<file path="src/include/spfs_regs.svh">
// Purpose: named constants for the shared pin function select block
// Assumes: configuration bits arrive as plain ports, no register bus
// Notes: values are select codes, reset defaults of the select ports and fill constants
`ifndef SPFS_REGS_SVH
`define SPFS_REGS_SVH
`define SPFS_GENERAL_PIN_0_DEFAULT 2'h0
`define SPFS_GENERAL_PIN_0_LCD 2'h1
`define SPFS_GENERAL_PIN_0_REFRESH 2'h2
`define SPFS_DMA_CH1 2'h1
`define SPFS_DMA_CH2 2'h2
`define SPFS_DMA_CH3 2'h3
`define SPFS_DMA_CH_RESET 2'h1
`define SPFS_ZERO1 1'h0
`define SPFS_ONE1 1'h1
`define SPFS_ONES2 2'h3
`define SPFS_ZERO2 2'h0
`define SPFS_ONES3 3'h7
`endif

</file>
<file path="src/include/spfs_pkg.sv">
// Purpose: types for the shared pin function select block
// Assumes: nothing
// Notes: gpio pin 0 source select
package spfs_pkg;
    typedef enum logic [2:0] {
        SPFS_G0_GPIO = 3'h1,
        SPFS_G0_LCD = 3'h2,
        SPFS_G0_REFRESH = 3'h4
    } spfs_g0_t;
endpackage

</file>
<file path="src/hdl/spfs_pin_mux.sv">
// Purpose: shared pin function select for keyboard, card slot, dma and lcd pins
// Assumes: all inputs synchronous to CORE_CLK, configuration written by software
// Notes: selects are registered so pin roles switch on a clean edge
`include "spfs_regs.svh"
`timescale 1ns/10ps
`default_nettype none

// Functional notes
// - scanner off: return line 3 sampled as printer busy
// - slot A battery inputs are memory status, or speaker/status-change for io cards
// - slot B battery inputs only with scanner off; io mode gives speaker/status-change
// - drive active-low odd and even card buffer enables
// - one shared buffer direction output follows transfer direction
// - slot B card detects sampled only with scanner off, on shift lines 3,4
// - drive slot A even and odd chip selects, active low
// - slot B chip selects driven only with scanner off, on scan lines 4,5
// - external dma ack carries the ack of the programmed channel 1..3
// - external dma request routed to the programmed channel 1..3
// - general pin 0: gpio by default, lcd data 0 or refresh ack when selected
// - lcd disabled: modulation pin outputs refresh ack
// - scanner off: return line 7 sampled as printer error, active low
// - suspend switch input requests suspend or resume
// - alternative functions chosen only by configuration settings
module spfs_pin_mux
    import spfs_pkg::*;
(
    // clock and reset
    input wire logic CORE_CLK,
    input wire logic RST,
    // configuration from software
    input wire logic KEY_SCAN_DISABLE,
    input wire logic SLOT_A_IO_MODE,
    input wire logic SLOT_B_IO_MODE,
    input wire logic [1:0] GENERAL_PIN_0_SELECT,
    input wire logic LCD_DISABLE,
    input wire logic [1:0] DMA_CHANNEL_SELECT,
    // internal sources
    input wire logic CARD_ACCESS,
    input wire logic CARD_SLOT_B,
    input wire logic CARD_EVEN_BYTE,
    input wire logic CARD_ODD_BYTE,
    input wire logic CARD_READ,
    input wire logic [2:0] DMA_ACK_INT_N,
    input wire logic REFRESH_ACK_N,
    input wire logic GENERAL_PIN_0_OUT_INT,
    input wire logic LCD_LOWER_DATA_0,
    input wire logic LCD_MODULATION_INT,
    input wire logic [1:0] KEY_SCAN_INT,
    // pins
    input wire logic KEY_RETURN_LINE_3,
    input wire logic KEY_RETURN_LINE_7,
    input wire logic [1:0] SLOT_A_BATTERY_STATUS,
    input wire logic [3:0] KEY_SHIFT_LINES,
    input wire logic DMA_REQUEST_IN,
    input wire logic SUSPEND_SWITCH_IN,
    output logic CARD_BUFFER_ENABLES_N_ODD,
    output logic CARD_BUFFER_ENABLES_N_EVEN,
    output logic CARD_BUFFER_DIRECTION,
    output logic SLOT_A_CE_EVEN_N,
    output logic SLOT_A_CE_ODD_N,
    output logic [1:0] SCAN_PINS_4_5,
    output logic DMA_ACK_OUT_N,
    output logic GENERAL_PIN_0,
    output logic LCD_MODULATION_PIN,
    // decoded functions to internal blocks
    output logic [3:0] KEY_SHIFT_TO_SCANNER,
    output logic PRINTER_BUSY,
    output logic PRINTER_ERROR_N,
    output logic [1:0] KEY_RETURN_TO_SCANNER,
    output logic [1:0] SLOT_A_BATTERY_STATUS_OUT,
    output logic SLOT_A_SPEAKER_IN,
    output logic SLOT_A_STATUS_CHANGE,
    output logic [1:0] SLOT_B_BATTERY_STATUS,
    output logic SLOT_B_SPEAKER_IN,
    output logic SLOT_B_STATUS_CHANGE,
    output logic [1:0] SLOT_B_CARD_DETECT_N,
    output logic [2:0] DMA_REQUEST_INT,
    output logic SUSPEND_REQUEST
);

// ==========================================================
// configuration capture
logic scan_off;
logic a_io;
logic b_io;
logic lcd_off;
logic [1:0] dma_ch;
spfs_g0_t g0_sel;
spfs_g0_t next_g0_sel;
logic sw_prev;

always_comb begin
    case (GENERAL_PIN_0_SELECT)
        `SPFS_GENERAL_PIN_0_LCD: next_g0_sel = SPFS_G0_LCD;
        `SPFS_GENERAL_PIN_0_REFRESH: next_g0_sel = SPFS_G0_REFRESH;
        default: next_g0_sel = SPFS_G0_GPIO;
    endcase
end

// defaults hold until software moves a select
always_ff @(posedge CORE_CLK) begin
    if (RST) begin
        scan_off <= `SPFS_ZERO1;
    end else begin
        scan_off <= KEY_SCAN_DISABLE;
    end
end

always_ff @(posedge CORE_CLK) begin
    if (RST) begin
        a_io <= `SPFS_ZERO1;
    end else begin
        a_io <= SLOT_A_IO_MODE;
    end
end

always_ff @(posedge CORE_CLK) begin
    if (RST) begin
        b_io <= `SPFS_ZERO1;
    end else begin
        b_io <= SLOT_B_IO_MODE;
    end
end

always_ff @(posedge CORE_CLK) begin
    if (RST) begin
        lcd_off <= `SPFS_ZERO1;
    end else begin
        lcd_off <= LCD_DISABLE;
    end
end

always_ff @(posedge CORE_CLK) begin
    if (RST) begin
        g0_sel <= SPFS_G0_GPIO;
    end else begin
        g0_sel <= next_g0_sel;
    end
end

always_ff @(posedge CORE_CLK) begin
    if (RST) begin
        dma_ch <= `SPFS_DMA_CH_RESET;
    end else begin
        dma_ch <= DMA_CHANNEL_SELECT;
    end
end

// ==========================================================
// keyboard return and shift lines
always_ff @(posedge CORE_CLK) begin
    if (RST) begin
        PRINTER_BUSY <= `SPFS_ZERO1;
        PRINTER_ERROR_N <= `SPFS_ONE1;
        KEY_RETURN_TO_SCANNER <= 2'h0;
        KEY_SHIFT_TO_SCANNER <= 4'h0;
        SLOT_B_BATTERY_STATUS <= 2'h0;
        SLOT_B_SPEAKER_IN <= `SPFS_ONE1;
        SLOT_B_STATUS_CHANGE <= `SPFS_ZERO1;
        SLOT_B_CARD_DETECT_N <= `SPFS_ONES2;
    end else begin
        PRINTER_BUSY <= scan_off & KEY_RETURN_LINE_3;
        PRINTER_ERROR_N <= scan_off ? KEY_RETURN_LINE_7 : `SPFS_ONE1;
        KEY_RETURN_TO_SCANNER <= scan_off ? 2'h0 : {KEY_RETURN_LINE_7, KEY_RETURN_LINE_3};
        KEY_SHIFT_TO_SCANNER <= scan_off ? 4'h0 : KEY_SHIFT_LINES;
        // shift 1 carries bvd2, shift 2 carries bvd1
        SLOT_B_BATTERY_STATUS <= (scan_off & ~b_io) ?
            {KEY_SHIFT_LINES[1], KEY_SHIFT_LINES[2]} : 2'h0;
        SLOT_B_SPEAKER_IN <= (scan_off & b_io) ? KEY_SHIFT_LINES[1] : `SPFS_ONE1;
        SLOT_B_STATUS_CHANGE <= scan_off & b_io & KEY_SHIFT_LINES[2];
        SLOT_B_CARD_DETECT_N <= scan_off ?
            {KEY_SHIFT_LINES[3], KEY_SHIFT_LINES[0]} : `SPFS_ONES2;
    end
end
// shift 0 is not muxed here, so bit 0 of the shift bus carries shift 4

// ==========================================================
// slot A battery pins
always_ff @(posedge CORE_CLK) begin
    if (RST) begin
        SLOT_A_BATTERY_STATUS_OUT <= `SPFS_ZERO2;
    end else begin
        SLOT_A_BATTERY_STATUS_OUT <= a_io ? `SPFS_ZERO2 : SLOT_A_BATTERY_STATUS;
    end
end

always_ff @(posedge CORE_CLK) begin
    if (RST) begin
        SLOT_A_SPEAKER_IN <= `SPFS_ONE1;
    end else begin
        SLOT_A_SPEAKER_IN <= a_io ? SLOT_A_BATTERY_STATUS[1] : `SPFS_ONE1;
    end
end

always_ff @(posedge CORE_CLK) begin
    if (RST) begin
        SLOT_A_STATUS_CHANGE <= `SPFS_ZERO1;
    end else begin
        SLOT_A_STATUS_CHANGE <= a_io & SLOT_A_BATTERY_STATUS[0];
    end
end

// ==========================================================
// card strobes; one buffer pair serves both slots, byte lanes split even/odd
// 8-bit cards are steered onto the even (low) lane by the access logic
always_ff @(posedge CORE_CLK) begin
    if (RST) begin
        CARD_BUFFER_ENABLES_N_ODD <= `SPFS_ONE1;
        CARD_BUFFER_ENABLES_N_EVEN <= `SPFS_ONE1;
        CARD_BUFFER_DIRECTION <= `SPFS_ZERO1;
        SLOT_A_CE_EVEN_N <= `SPFS_ONE1;
        SLOT_A_CE_ODD_N <= `SPFS_ONE1;
    end else begin
        CARD_BUFFER_ENABLES_N_ODD <= ~(CARD_ACCESS & CARD_ODD_BYTE);
        CARD_BUFFER_ENABLES_N_EVEN <= ~(CARD_ACCESS & CARD_EVEN_BYTE);
        CARD_BUFFER_DIRECTION <= CARD_ACCESS & CARD_READ;
        SLOT_A_CE_EVEN_N <= ~(CARD_ACCESS & ~CARD_SLOT_B & CARD_EVEN_BYTE);
        SLOT_A_CE_ODD_N <= ~(CARD_ACCESS & ~CARD_SLOT_B & CARD_ODD_BYTE);
    end
end

// ==========================================================
// scan 4 is even select, scan 5 odd select when the scanner is off
always_ff @(posedge CORE_CLK) begin
    if (RST) begin
        SCAN_PINS_4_5 <= `SPFS_ZERO2;
    end else if (scan_off) begin
        SCAN_PINS_4_5 <= ~({CARD_ODD_BYTE, CARD_EVEN_BYTE}
            & {2{CARD_ACCESS & CARD_SLOT_B}});
    end else begin
        SCAN_PINS_4_5 <= KEY_SCAN_INT;
    end
end

// ==========================================================
// dma request and acknowledge routing
always_ff @(posedge CORE_CLK) begin
    if (RST) begin
        DMA_ACK_OUT_N <= `SPFS_ONE1;
        DMA_REQUEST_INT <= 3'h0;
    end else begin
        case (dma_ch)
            `SPFS_DMA_CH2: begin
                DMA_ACK_OUT_N <= DMA_ACK_INT_N[1];
                DMA_REQUEST_INT <= {1'h0, DMA_REQUEST_IN, 1'h0};
            end
            `SPFS_DMA_CH3: begin
                DMA_ACK_OUT_N <= DMA_ACK_INT_N[2];
                DMA_REQUEST_INT <= {DMA_REQUEST_IN, 2'h0};
            end
            default: begin
                // code 0 is unused and falls back to channel 1
                DMA_ACK_OUT_N <= DMA_ACK_INT_N[0];
                DMA_REQUEST_INT <= {2'h0, DMA_REQUEST_IN};
            end
        endcase
    end
end

// ==========================================================
// general pin 0 and lcd modulation pin
always_ff @(posedge CORE_CLK) begin
    if (RST) begin
        GENERAL_PIN_0 <= `SPFS_ZERO1;
    end else begin
        case (g0_sel)
            SPFS_G0_LCD: GENERAL_PIN_0 <= LCD_LOWER_DATA_0;
            SPFS_G0_REFRESH: GENERAL_PIN_0 <= REFRESH_ACK_N;
            default: GENERAL_PIN_0 <= GENERAL_PIN_0_OUT_INT;
        endcase
    end
end

always_ff @(posedge CORE_CLK) begin
    if (RST) begin
        LCD_MODULATION_PIN <= `SPFS_ZERO1;
    end else begin
        LCD_MODULATION_PIN <= lcd_off ? REFRESH_ACK_N : LCD_MODULATION_INT;
    end
end

// ==========================================================
// suspend switch: rising edge is a one-cycle request
// sw_prev resets low, so a switch held high through reset still gives one request
always_ff @(posedge CORE_CLK) begin
    if (RST) begin
        sw_prev <= `SPFS_ZERO1;
    end else begin
        sw_prev <= SUSPEND_SWITCH_IN;
    end
end

always_ff @(posedge CORE_CLK) begin
    if (RST) begin
        SUSPEND_REQUEST <= `SPFS_ZERO1;
    end else begin
        SUSPEND_REQUEST <= SUSPEND_SWITCH_IN & ~sw_prev;
    end
end

endmodule
`default_nettype wire

</file>
<file path="config.mk">
export PLATFORM = sky130hd
export DESIGN_NAME = spfs_pin_mux
export DESIGN_NICKNAME = d
export VERILOG_FILES = /design/src/include/spfs_pkg.sv /design/src/hdl/spfs_pin_mux.sv
export VERILOG_INCLUDE_DIRS = /design/src /design/src/include
export SDC_FILE = /design/constraint.sdc
export NUM_CORES = 1
export LEC_CHECK = 0
export BUFFER_PORTS_ARGS = -buffer_cell sky130_fd_sc_hd__buf_2
export CORE_ASPECT_RATIO = 0.75
export CORE_MARGIN = 2
export CORE_UTILIZATION = 25
export CTS_CLUSTER_DIAMETER = 30
export CTS_CLUSTER_SIZE = 24
export DETAILED_ROUTE_END_ITERATION = 12
export PLACE_DENSITY_LB_ADDON = 0.3
export SYNTH_ARGS = -nofsm -noshare
export SYNTH_HDL_FRONTEND = slang
export SYNTH_SLANG_ARGS = --single-unit
</file>
<file path="constraint.sdc">
create_clock -name CORE_CLK -period 0.88 [get_ports CORE_CLK]
set_input_delay 0 -clock CORE_CLK [delete_from_list [all_inputs] [get_ports CORE_CLK]]
set_output_delay 0 -clock CORE_CLK [all_outputs]
set_load 0.01 [all_outputs]
</file>
==> out/metrics.yaml, run 1 <==
status: "complete, but fails checks"
violations: "negative setup slack"
cp_max_fo: 2
postPlaceCellArea_um2: 1710
fin_crit_ns: 0.889
grt_pass1_vias: 1072
clock_path_buffers: 2
synthesis.nets: 148
antenna_left: 0
yosys.area.top_type: "dfxtp_1"
tns_ns: -0.00924
multi_input_area_um2: 433
vias: 1087
crit_path_end_kind: "register"
relSlewSlack_pct: 86.8
avgSynthCellArea_um2: 11.6
rrSetupSlack_ns: -0.009
synth_area_leaders: "dfxtp_1 65%, nor2b_1 5.3%, and2_1 3.4%, nor2_1 2.6%, buf_6 2.6%"
grt_use_total_pct: 10.6
cts_made_buffers: 5
antenna_found_initial: 0
ir_drop_mv: 0.599
chipHeight_um: 66.5
critical_path_arrival_ns: 1.07
crit_slowest_cell: "dfxtp_2"
synth_top_flop_cell: "dfxtp_1"
synth.top_cell.area_share_pct: 64.7
layout.nets: 247
rsz0062_at_grt: "yes"
cellLeakagePower_nw: 0.978
drive_above_1_share_pct: 39.6
p_total_mw: 3.87
worstRegToRegCells: 3
ys_ff_latch: 42
die_w_um: 87.3
port_buffers: 65
synth_edf_count: 0
worst-path-buf-inv: 0
r2r-start: "dma_ch[0]"
p_per_area_nw_per_um2: 1860
synth_cell_types: 26
grt_pass1_wl_um: 4610
min-delay-start: "RST"
fp-row-count: 22
worstSetupStartpointType: "register"
syn2layout_area_growth_pct: 59.9
regArea_um2: 846
required_ns: 1.06
yosysSeqAreaShare_pct: 64.7
drt-vias-per-instance: 4.00
worst-setup-path-type: "reg2reg"
worstReg2RegEnd: "DMA_ACK_OUT_N"
worst_pin_slew_ns: 0.197
slowest_delay_ns: 0.34
die_area_um2: 5800
drt_first_iter_violations: 26
pin_count: 66
slew_violations: 0
final_util_pct: 41.9
hold_class: "in2reg"
wl_per_cell_um: 10.5
post-route-period-util_pct: 101
grt_max_degree: 13
design_area_um2: 2080
first_pass_iters: 5
clk_pin_slew_worst_paths_ns: 0.08
worstPathCellList: "mux2i_1 -> a21oi_1 -> or2_1"
ctsRootBufferMaster: "clkbuf_8"
drc_errors: 0
skew_ns: 0.00469
core_area_um2: 4950
synthArstFlopShare_pct: 0
maxCapViolCount: 0
htree_levels: 2
clock_sinks: 42
yosysWarnings: 0
cts_tree: "yes"
cts_setup_buffers: 0
place_hpwl_um: 1970
netlist_instances: 112
setup_ws_ns: -0.00924
hold_end: "scan_off"
diodes: 0
fmaxAchievable_mhz: 1120
place_congestion: 0.693
setup_viol_count_final: 1
hold_violations: 0
worst_skew_pair.late_latency_ns: 0.28
fillerInstances: 497
holdPathStages: 2
grt_overflow: 0
totalWireLength_um: 2840
netlist_area_um2: 1300
crit_family: "flip-flops"
initial_core_util_pct: 26.2
routing by layer:
| layer | routed length (µm) | part of all wire (%) | track usage, % | vias to the layer above |
|---|---|---|---|---|
| met5 | 0 | 0 | 0 | - |
| met4 | 49 | 1.7 | 5.19 | 0 |
| met3 | 184 | 6.5 | 3.59 | 5 |
| met2 | 1300 | 46 | 17.3 | 38 |
| met1 | 1310 | 46 | 12.4 | 482 |
| li1 | - | - | - | 562 |
timing repair:
item / 4_1_cts / 5_1_grt
endpoints found under the setup margin: 2 / 7
resized for setup: 3 / 3
endpoints found under the hold margin: 34 / 0
hold buffers: 24 / 0
pin swaps: 3 / 1
where the power goes:
group / leakage, nW / switching [mW] / internal (mW)
logic: 0.579 / 0.164 / 0.243
registers: 0.346 / 0.0320 / 1.99
clock network: 0.0524 / 0.599 / 0.849
total: 0.978 / 0.795 / 3.08
worst max path at each step:
stage / depth (start not counted) / to / start
finish: 3 / DMA_ACK_OUT_N / dma_ch[0]
global route: 3 / DMA_ACK_OUT_N / dma_ch[0]
CTS: 3 / DMA_ACK_OUT_N / dma_ch[0]
detailed placement: 3 / GENERAL_PIN_0 / g0_sel[1]
global placement: 3 / GENERAL_PIN_0 / g0_sel[1]
floorplan: 3 / DMA_ACK_OUT_N / dma_ch[0]
worst register-to-register path, stage by stage (launching register included):
cell	delay (ns)
dfxtp_2	0.34
mux2i_1	0.18
a21oi_1	0.07
or2_1	0.20
cells in the mapped netlist, types with 3 or more instances:
library cell and count:
nand3b_1 3, buf_6 3, nand2b_1 3, and2_1 7
dfxtp_1 42, nand2_1 3, nor2_1 9, nor2b_1 11
or2_1 3
metrics by stage:
step           hold slack [ns]  instances  setup slack (ns)
4_1_cts               0.000245        272          -0.00983
3_5_place_dp             0.188        240           -0.0534
5_1_grt                 0.0337        272           -0.0790
3_3_place_gp             0.185        240           -0.0353
2_1_floorplan           0.0718        112           0.00101
6_report                0.0222        272          -0.00924
cells by family (layout without fill, tap and decap cells):
kind of cell	after synthesis	count (layout)	share of synthesized area, %
simple gates	56	56	26.3
flops	42	42	64.7
compound gates	5	5	2.41
buf+inv	5	105	3.18
fa+ha+maj	2	2	1.92
mux	2	2	1.54
flip-flops by register name, summed over array words and instances (netlist names), 2 cells and up:
signal and count:
SLOT_A_BATTERY_STATUS_OUT 2, g0_sel 3, DMA_REQUEST_INT 3, KEY_SHIFT_TO_SCANNER 4
dma_ch 2, SLOT_B_BATTERY_STATUS 2, SCAN_PINS_4_5 2, SLOT_B_CARD_DETECT_N 2
KEY_RETURN_TO_SCANNER 2
cell usage in the layout, fill, tap and decap left out, drive strengths merged:
cell type    count
ha               2
buf             71
nor4b            1
nand3b           3
dfxtp           42
mux2i            2
nor3             2
nor2b           12
or2              3
nand3            2
bufinv           1
a21oi            1
inv              2
and2             7
clkbuf           7
nand2b           3
nand2            3
and3             2
nand4            2
or3b             1
dlygate4sd3     24
and2b            2
nor3b            2
o21ai            3
o311a            1
and3b            2
nor2             9
cell type report:
| type | instances | share of cell area (%) |
|---|---|---|
| Clock buffer | 7 | 3.67 |
| Clock inverter | 1 | 1.44 |
| Inverter | 2 | 0.361 |
| Multi-Input combinational cell | 65 | 20.8 |
| Sequential cell | 42 | 40.7 |
| Tap cell | 60 | 3.61 |
| Timing Repair Buffer | 95 | 29.4 |
(Power assumes the default switching activity.)
==> inputs of run 2 (changes only) <==
--- a/config.mk
+++ b/config.mk
@@ -7,7 +7,6 @@
 export NUM_CORES = 1
 export LEC_CHECK = 0
 export BUFFER_PORTS_ARGS = -buffer_cell sky130_fd_sc_hd__buf_2
-export CORE_ASPECT_RATIO = 0.75
 export CORE_MARGIN = 2
 export CORE_UTILIZATION = 25
 export CTS_CLUSTER_DIAMETER = 30
==> out/metrics.yaml, run 2 (synthesis gave the netlist of run 1 again) <==
cts_made_buffers: 5  # unchanged
crit_path_end_kind: "register"
ctsRootBufferMaster: "clkbuf_8"
violations: "negative setup slack"
worst_skew_pair.late_latency_ns: 0.28  # about the same
p_per_area_nw_per_um2: 1850  # -0.55%
design_area_um2: 2100  # +0.84%
drc_errors: 0  # unchanged
cellLeakagePower_nw: 0.988  # +1.0%
cts_tree: "yes"
layout.nets: 248  # +0.40%
clock_sinks: 42  # unchanged
clock_path_buffers: 2  # unchanged
diodes: 0  # unchanged
htree_levels: 2  # unchanged
ir_drop_mv: 0.638  # +6.5%
die_area_um2: 5790  # -0.10%
fin_hold_ws_ns: 0.00977  # -0.0124 ns
vias: 1076  # -1.0%
place_congestion: 0.693  # about the same
fp-row-count: 26  # +18%
pin_count: 66  # unchanged
fillerInstances: 519  # +4.4%
skew_ns: 0.00233  # -0.00236 ns
largest_register: "KEY_SHIFT_TO_SCANNER"
first_pass_iters: 4  # -1
worst_pin_slew_ns: 0.274  # +0.0771 ns
worstSetupStartpointType: "register"
cp_max_fo: 2  # unchanged
grt_use_total_pct: 10.2  # -0.36 points
setup_ws_ns: -0.0166  # -0.00741 ns
slew_violations: 0  # unchanged
setup_viol_count_final: 1  # unchanged
drive_above_1_share_pct: 40.8  # +1.2 points
totalWireLength_um: 2800  # -1.5%
largest_reg_flops: 4  # unchanged
die_w_um: 76.1  # -13%
antenna_found_initial: 0  # unchanged
initial_core_util_pct: 25.6  # -0.62 points
antenna_left: 0  # unchanged
fin_crit_ns: 0.897  # +0.00741 ns
syn2layout_area_growth_pct: 61.2
port_buffers: 65  # unchanged
drt-vias-per-instance: 3.80  # -4.9%
fmaxAchievable_mhz: 1120  # -0.83%
hold_class: "in2reg"
clk_pin_slew_worst_paths_ns: 0.08  # about the same
grt_overflow: 0  # unchanged
post-route-period-util_pct: 102  # +0.84 points
grt_max_degree: 14  # +1
grt_pass1_wl_um: 4690  # +1.8%
chipHeight_um: 76.1  # +15%
rsz0062_at_grt: "yes"
hold_violations: 0  # unchanged
drt_first_iter_violations: 24  # -7.7%
dp.cells: 251  # +4.6%
layout_commonest_cell: "buf_2"
critical_path_arrival_ns: 1.08  # about the same
maxCapViolCount: 0  # unchanged
postPlaceCellArea_um2: 1730  # +1.2%
required_ns: 1.06  # about the same
wl_per_cell_um: 9.89  # -5.3%
reg_top3: "KEY_SHIFT_TO_SCANNER (4), DMA_REQUEST_INT (3), g0_sel (3)"
core_area_um2: 5070  # +2.4%
worst-setup-path-type: "reg2reg"
p_total_mw: 3.88  # +0.29%
place_hpwl_um: 1960  # -0.85%
status: "complete, but fails checks"
relSlewSlack_pct: 81.7  # -5.1 points
layout_common_cells: "65 x buf_2, 38 x dfxtp_1, 24 x dlygate4sd3_1, 11 x nor2b_1, 9 x nor2_1"
final_cells: 283  # +4.0%
grt_pass1_vias: 1050  # -2.1%
run 2: cell types whose count changed in the layout (fill, tap and decap cells not counted), sizes merged:
cell    change
clkbuf      -2
clkinv      +2
buf         +1
run 2: critical path: stages (launching register included):
cell and delay, ns:
dfxtp_2 0.34, mux2i_1 0.18, a21oi_1 0.07, or2_1 0.20
run 2: metal layers:
layer	GRT usage, %	share of wire (%)	up-vias
li1	-	-	561
met5	0	0	-
met2	16.8	46	51
met4	4.36	1.4	0
met1	12.1	44	458
met3	3.55	8.4	6
run 2: worst paths after layout:
kind                               startpoint                  to  slack, ns  cells after the start
worst max register to register      dma_ch[0]       DMA_ACK_OUT_N      -0.02                      3
worst max-delay path                dma_ch[0]       DMA_ACK_OUT_N      -0.02                      3
worst min register to register        sw_prev     SUSPEND_REQUEST       0.39                      1
worst min-delay path            REFRESH_ACK_N  LCD_MODULATION_PIN       0.01                      3
run 2: final cells by class:
cell class	count	area, µm²	share of cell area [%]
flip-flops and latches	42	846	40.4
inverters	2	7.51	0.358
repair buffers	96	622	29.7
clock inverters	3	40.0	1.91
clock buffers	5	68.8	3.28
multi-input cells	65	424	20.2
well taps	70	87.6	4.18
run 2: where the power goes:
group          leakage, nW  total [mW]  internal [mW]  switching [mW]
registers            0.346        2.02           1.99          0.0301
clock network       0.0579        1.46          0.835           0.625
logic                0.583       0.408          0.246           0.162
total                0.988        3.88           3.07           0.818
run 2: per-stage QoR:
step	setup TNS (ns)	util, %	setup slack, ns
3_5_place_dp	-0.0945	34.1	-0.0625
6_report	-0.0166	41.3	-0.0166
3_3_place_gp	-0.0480	34.1	-0.0439
2_1_floorplan	0	-	0.00101
5_1_grt	-0.169	41.3	-0.0911
4_1_cts	-0.0383	41.2	-0.0271
run 2: what timing repair did:
item	in CTS	in global routing
gates resized for setup	4	3
endpoints found under the hold margin	34	0
buffers inserted	0	0
hold buffers	24	0
setup endpoints to repair	2	9
pin swaps	2	0
==> inputs of run 3 (changes only) <==
--- a/config.mk
+++ b/config.mk
@@ -6,12 +6,12 @@
 export SDC_FILE = /design/constraint.sdc
 export NUM_CORES = 1
 export LEC_CHECK = 0
-export BUFFER_PORTS_ARGS = -buffer_cell sky130_fd_sc_hd__buf_2
 export CORE_MARGIN = 2
 export CORE_UTILIZATION = 25
 export CTS_CLUSTER_DIAMETER = 30
 export CTS_CLUSTER_SIZE = 24
 export DETAILED_ROUTE_END_ITERATION = 12
+export DONT_BUFFER_PORTS = 1
 export PLACE_DENSITY_LB_ADDON = 0.3
 export SYNTH_ARGS = -nofsm -noshare
 export SYNTH_HDL_FRONTEND = slang
==> constraint.sdc (replaced) <==
create_clock -name CORE_CLK -period 0.95 [get_ports CORE_CLK]
set_input_delay 0 -clock CORE_CLK [delete_from_list [all_inputs] [get_ports CORE_CLK]]
set_output_delay 0 -clock CORE_CLK [all_outputs]
set_load 0.01 [all_outputs]
==> out/metrics.yaml, run 3 (synthesis gave the netlist of run 1 again) <==
largest_register: "KEY_SHIFT_TO_SCANNER"
fillerInstances: 541  # +4.2%
cellLeakagePower_nw: 0.712  # -28%
cts_tree: "yes"
worst_pin_slew_ns: 0.272  # -0.00205 ns
pin_count: 66  # unchanged
largest_reg_flops: 4  # unchanged
drive_above_1_share_pct: 11.2  # -30 points
worstReg2RegEnd: "GENERAL_PIN_0"
dp.cells: 179  # -29%
ir_drop_mv: 0.581  # -8.9%
grt_use_met1_pct: 9.62  # -2.5 points
clock_sinks: 42  # unchanged
grt_busiest_layer: "met2"
layout_common_cells: "38 x dfxtp_1, 25 x dlygate4sd3_1, 11 x nor2b_1, 9 x nor2_1, 7 x and2_1"
min-delay-start: "RST"
rrSetupSlack_ns: 0.04  # +0.05 ns
antenna_left: 0  # unchanged
setup_viol_count_final: 0  # -1
port_buffers: 0  # -100%
totalWireLength_um: 2540  # -9.1%
critical_path_arrival_ns: 1.09  # about the same
regArea_um2: 846  # unchanged
drt_first_iter_violations: 31  # +29%
hold_violations: 26  # +26
die_w_um: 76.1  # unchanged
clock_path_buffers: 2  # unchanged
maxCapViolCount: 0  # unchanged
hold_class: "in2reg"
grt_pass1_wl_um: 4400  # -6.2%
diodes: 0  # unchanged
grt_use_total_pct: 9.58  # -0.63 points
core_area_um2: 5070  # unchanged
rsz0062_at_grt: "yes"
required_ns: 1.13  # +0.07 ns
multi_input_area_um2: 433  # +2.1%
die_area_um2: 5790  # unchanged
p_per_area_nw_per_um2: 1990  # +7.2%
worst_skew_pair.late_latency_ns: 0.28  # about the same
hold_buffers: 25  # +4.2%
fmaxAchievable_mhz: 1090  # -2.0%
hold_end: "SCAN_PINS_4_5[1]"
post-route-period-util_pct: 96.3  # -5.6 points
reg_top3: "KEY_SHIFT_TO_SCANNER (4), DMA_REQUEST_INT (3), g0_sel (3)"
htree_levels: 2  # unchanged
initial_core_util_pct: 25.6  # unchanged
chipHeight_um: 76.1  # unchanged
relSlewSlack_pct: 81.8  # about the same
grtUsageMet3_pct: 5.92  # +2.4 points
worstSetupStartpointType: "register"
layout_commonest_cell: "dfxtp_1"
place_hpwl_um: 1770  # -9.5%
worstRegToRegCells: 3  # unchanged
cts_made_buffers: 5  # unchanged
grt_pass1_vias: 892  # -15%
setup_ws_ns: 0.0352  # +0.0518 ns
drc_errors: 0  # unchanged
use_met2_pct: 16.3  # -0.45 points
vias: 876  # -19%
layout.nets: 178  # -28%
drt-vias-per-instance: 4.11  # +8.2%
first_pass_iters: 3  # -1
holdPathStages: 1  # -2
fin_hold_ws_ns: -0.223  # -0.232 ns
skew_ns: 0.00415  # +0.00182 ns
violations: "negative hold slack"
fp-row-count: 26  # unchanged
fin_crit_ns: 0.915  # +0.0182 ns
slew_violations: 0  # unchanged
place_congestion: 0.643  # -7.3%
grt_max_degree: 27  # +13
tns_ns: 0  # +0.0166 ns
worst-setup-path-type: "reg2reg"
dp_slack_ns: -0.0136  # +0.0489 ns
cp_max_fo: 3  # +1
ctsRootBufferMaster: "clkbuf_8"
final_util_pct: 34.3  # -7.0 points
final_cells: 213  # -25%
wl_per_cell_um: 11.9  # +21%
status: "complete, but fails checks"
p_total_mw: 3.46  # -11%
r2r-start: "g0_sel[1]"
clk_pin_slew_worst_paths_ns: 0.08  # about the same
antenna_found_initial: 1  # +1
grt_overflow: 0  # unchanged
syn2layout_area_growth_pct: 33.9
crit_path_end_kind: "register"
## run 3: cell count changes in the layout (fill, tap and decap cells not counted), sizes merged
cell	previous run	this run
dlygate4sd3	24	25
buf	72	1
## run 3: area by class of cell
type | instances | area share (%)
flip-flops and latches | 42 | 48.6
inverters | 2 | 0.431
multi-input cells | 65 | 24.9
repair buffers | 26 | 14.8
clock inverters | 3 | 2.30
clock buffers | 5 | 3.95
well taps | 70 | 5.03
## run 3: worst max-delay path, cell delays in order (launching register included)
cell	delay [ns]
dfxtp_2	0.35
nor4b_4	0.27
nor3_1	0.08
o311a_2	0.11
## run 3: per-layer routing
layer  routed length (µm)  share of wire [%]
met1                  962                 38
met2                 1240                 49
met3                  302                 12
met4                   33                1.3
met5                   11               0.43
## run 3: worst max path at each step
| stage | from | to | slack, ns | cells past startpoint |
|---|---|---|---|---|
| 6_report | g0_sel[1] | GENERAL_PIN_0 | 0.04 | 3 |
| 5_1_grt | dma_ch[0] | DMA_ACK_OUT_N | -0.03 | 3 |
| 4_1_cts | dma_ch[0] | DMA_ACK_OUT_N | 0.03 | 3 |
| 3_5_place_dp | g0_sel[1] | GENERAL_PIN_0 | -0.01 | 3 |
| 3_3_place_gp | g0_sel[1] | GENERAL_PIN_0 | 0.05 | 3 |
| 2_1_floorplan | dma_ch[0] | DMA_ACK_OUT_N | 0.07 | 3 |
## run 3: power by group
part / total [mW] / switching, mW / internal (mW)
combinational: 0.190 / 0.0580 / 0.132
clock: 1.36 / 0.584 / 0.773
sequential: 1.91 / 0.0708 / 1.84
total: 3.46 / 0.713 / 2.75
## run 3: repair_timing
item / 4_1_cts / 5_1_grt
pin swaps: 0 / 1
resized for setup: 2 / 4
endpoints found under the setup margin: 2 / 12
setup buffers: 0 / 1
endpoints found under the hold margin: 42 / 26
## run 3: through the flow
stage               hold slack [ns]  cell area, µm²
global placement             0.0766            1350
floorplan                    0.0718            1300
finish                       -0.223            1740
detailed placement           0.0769            1350
CTS                          -0.235            1720
global route                 -0.248            1740
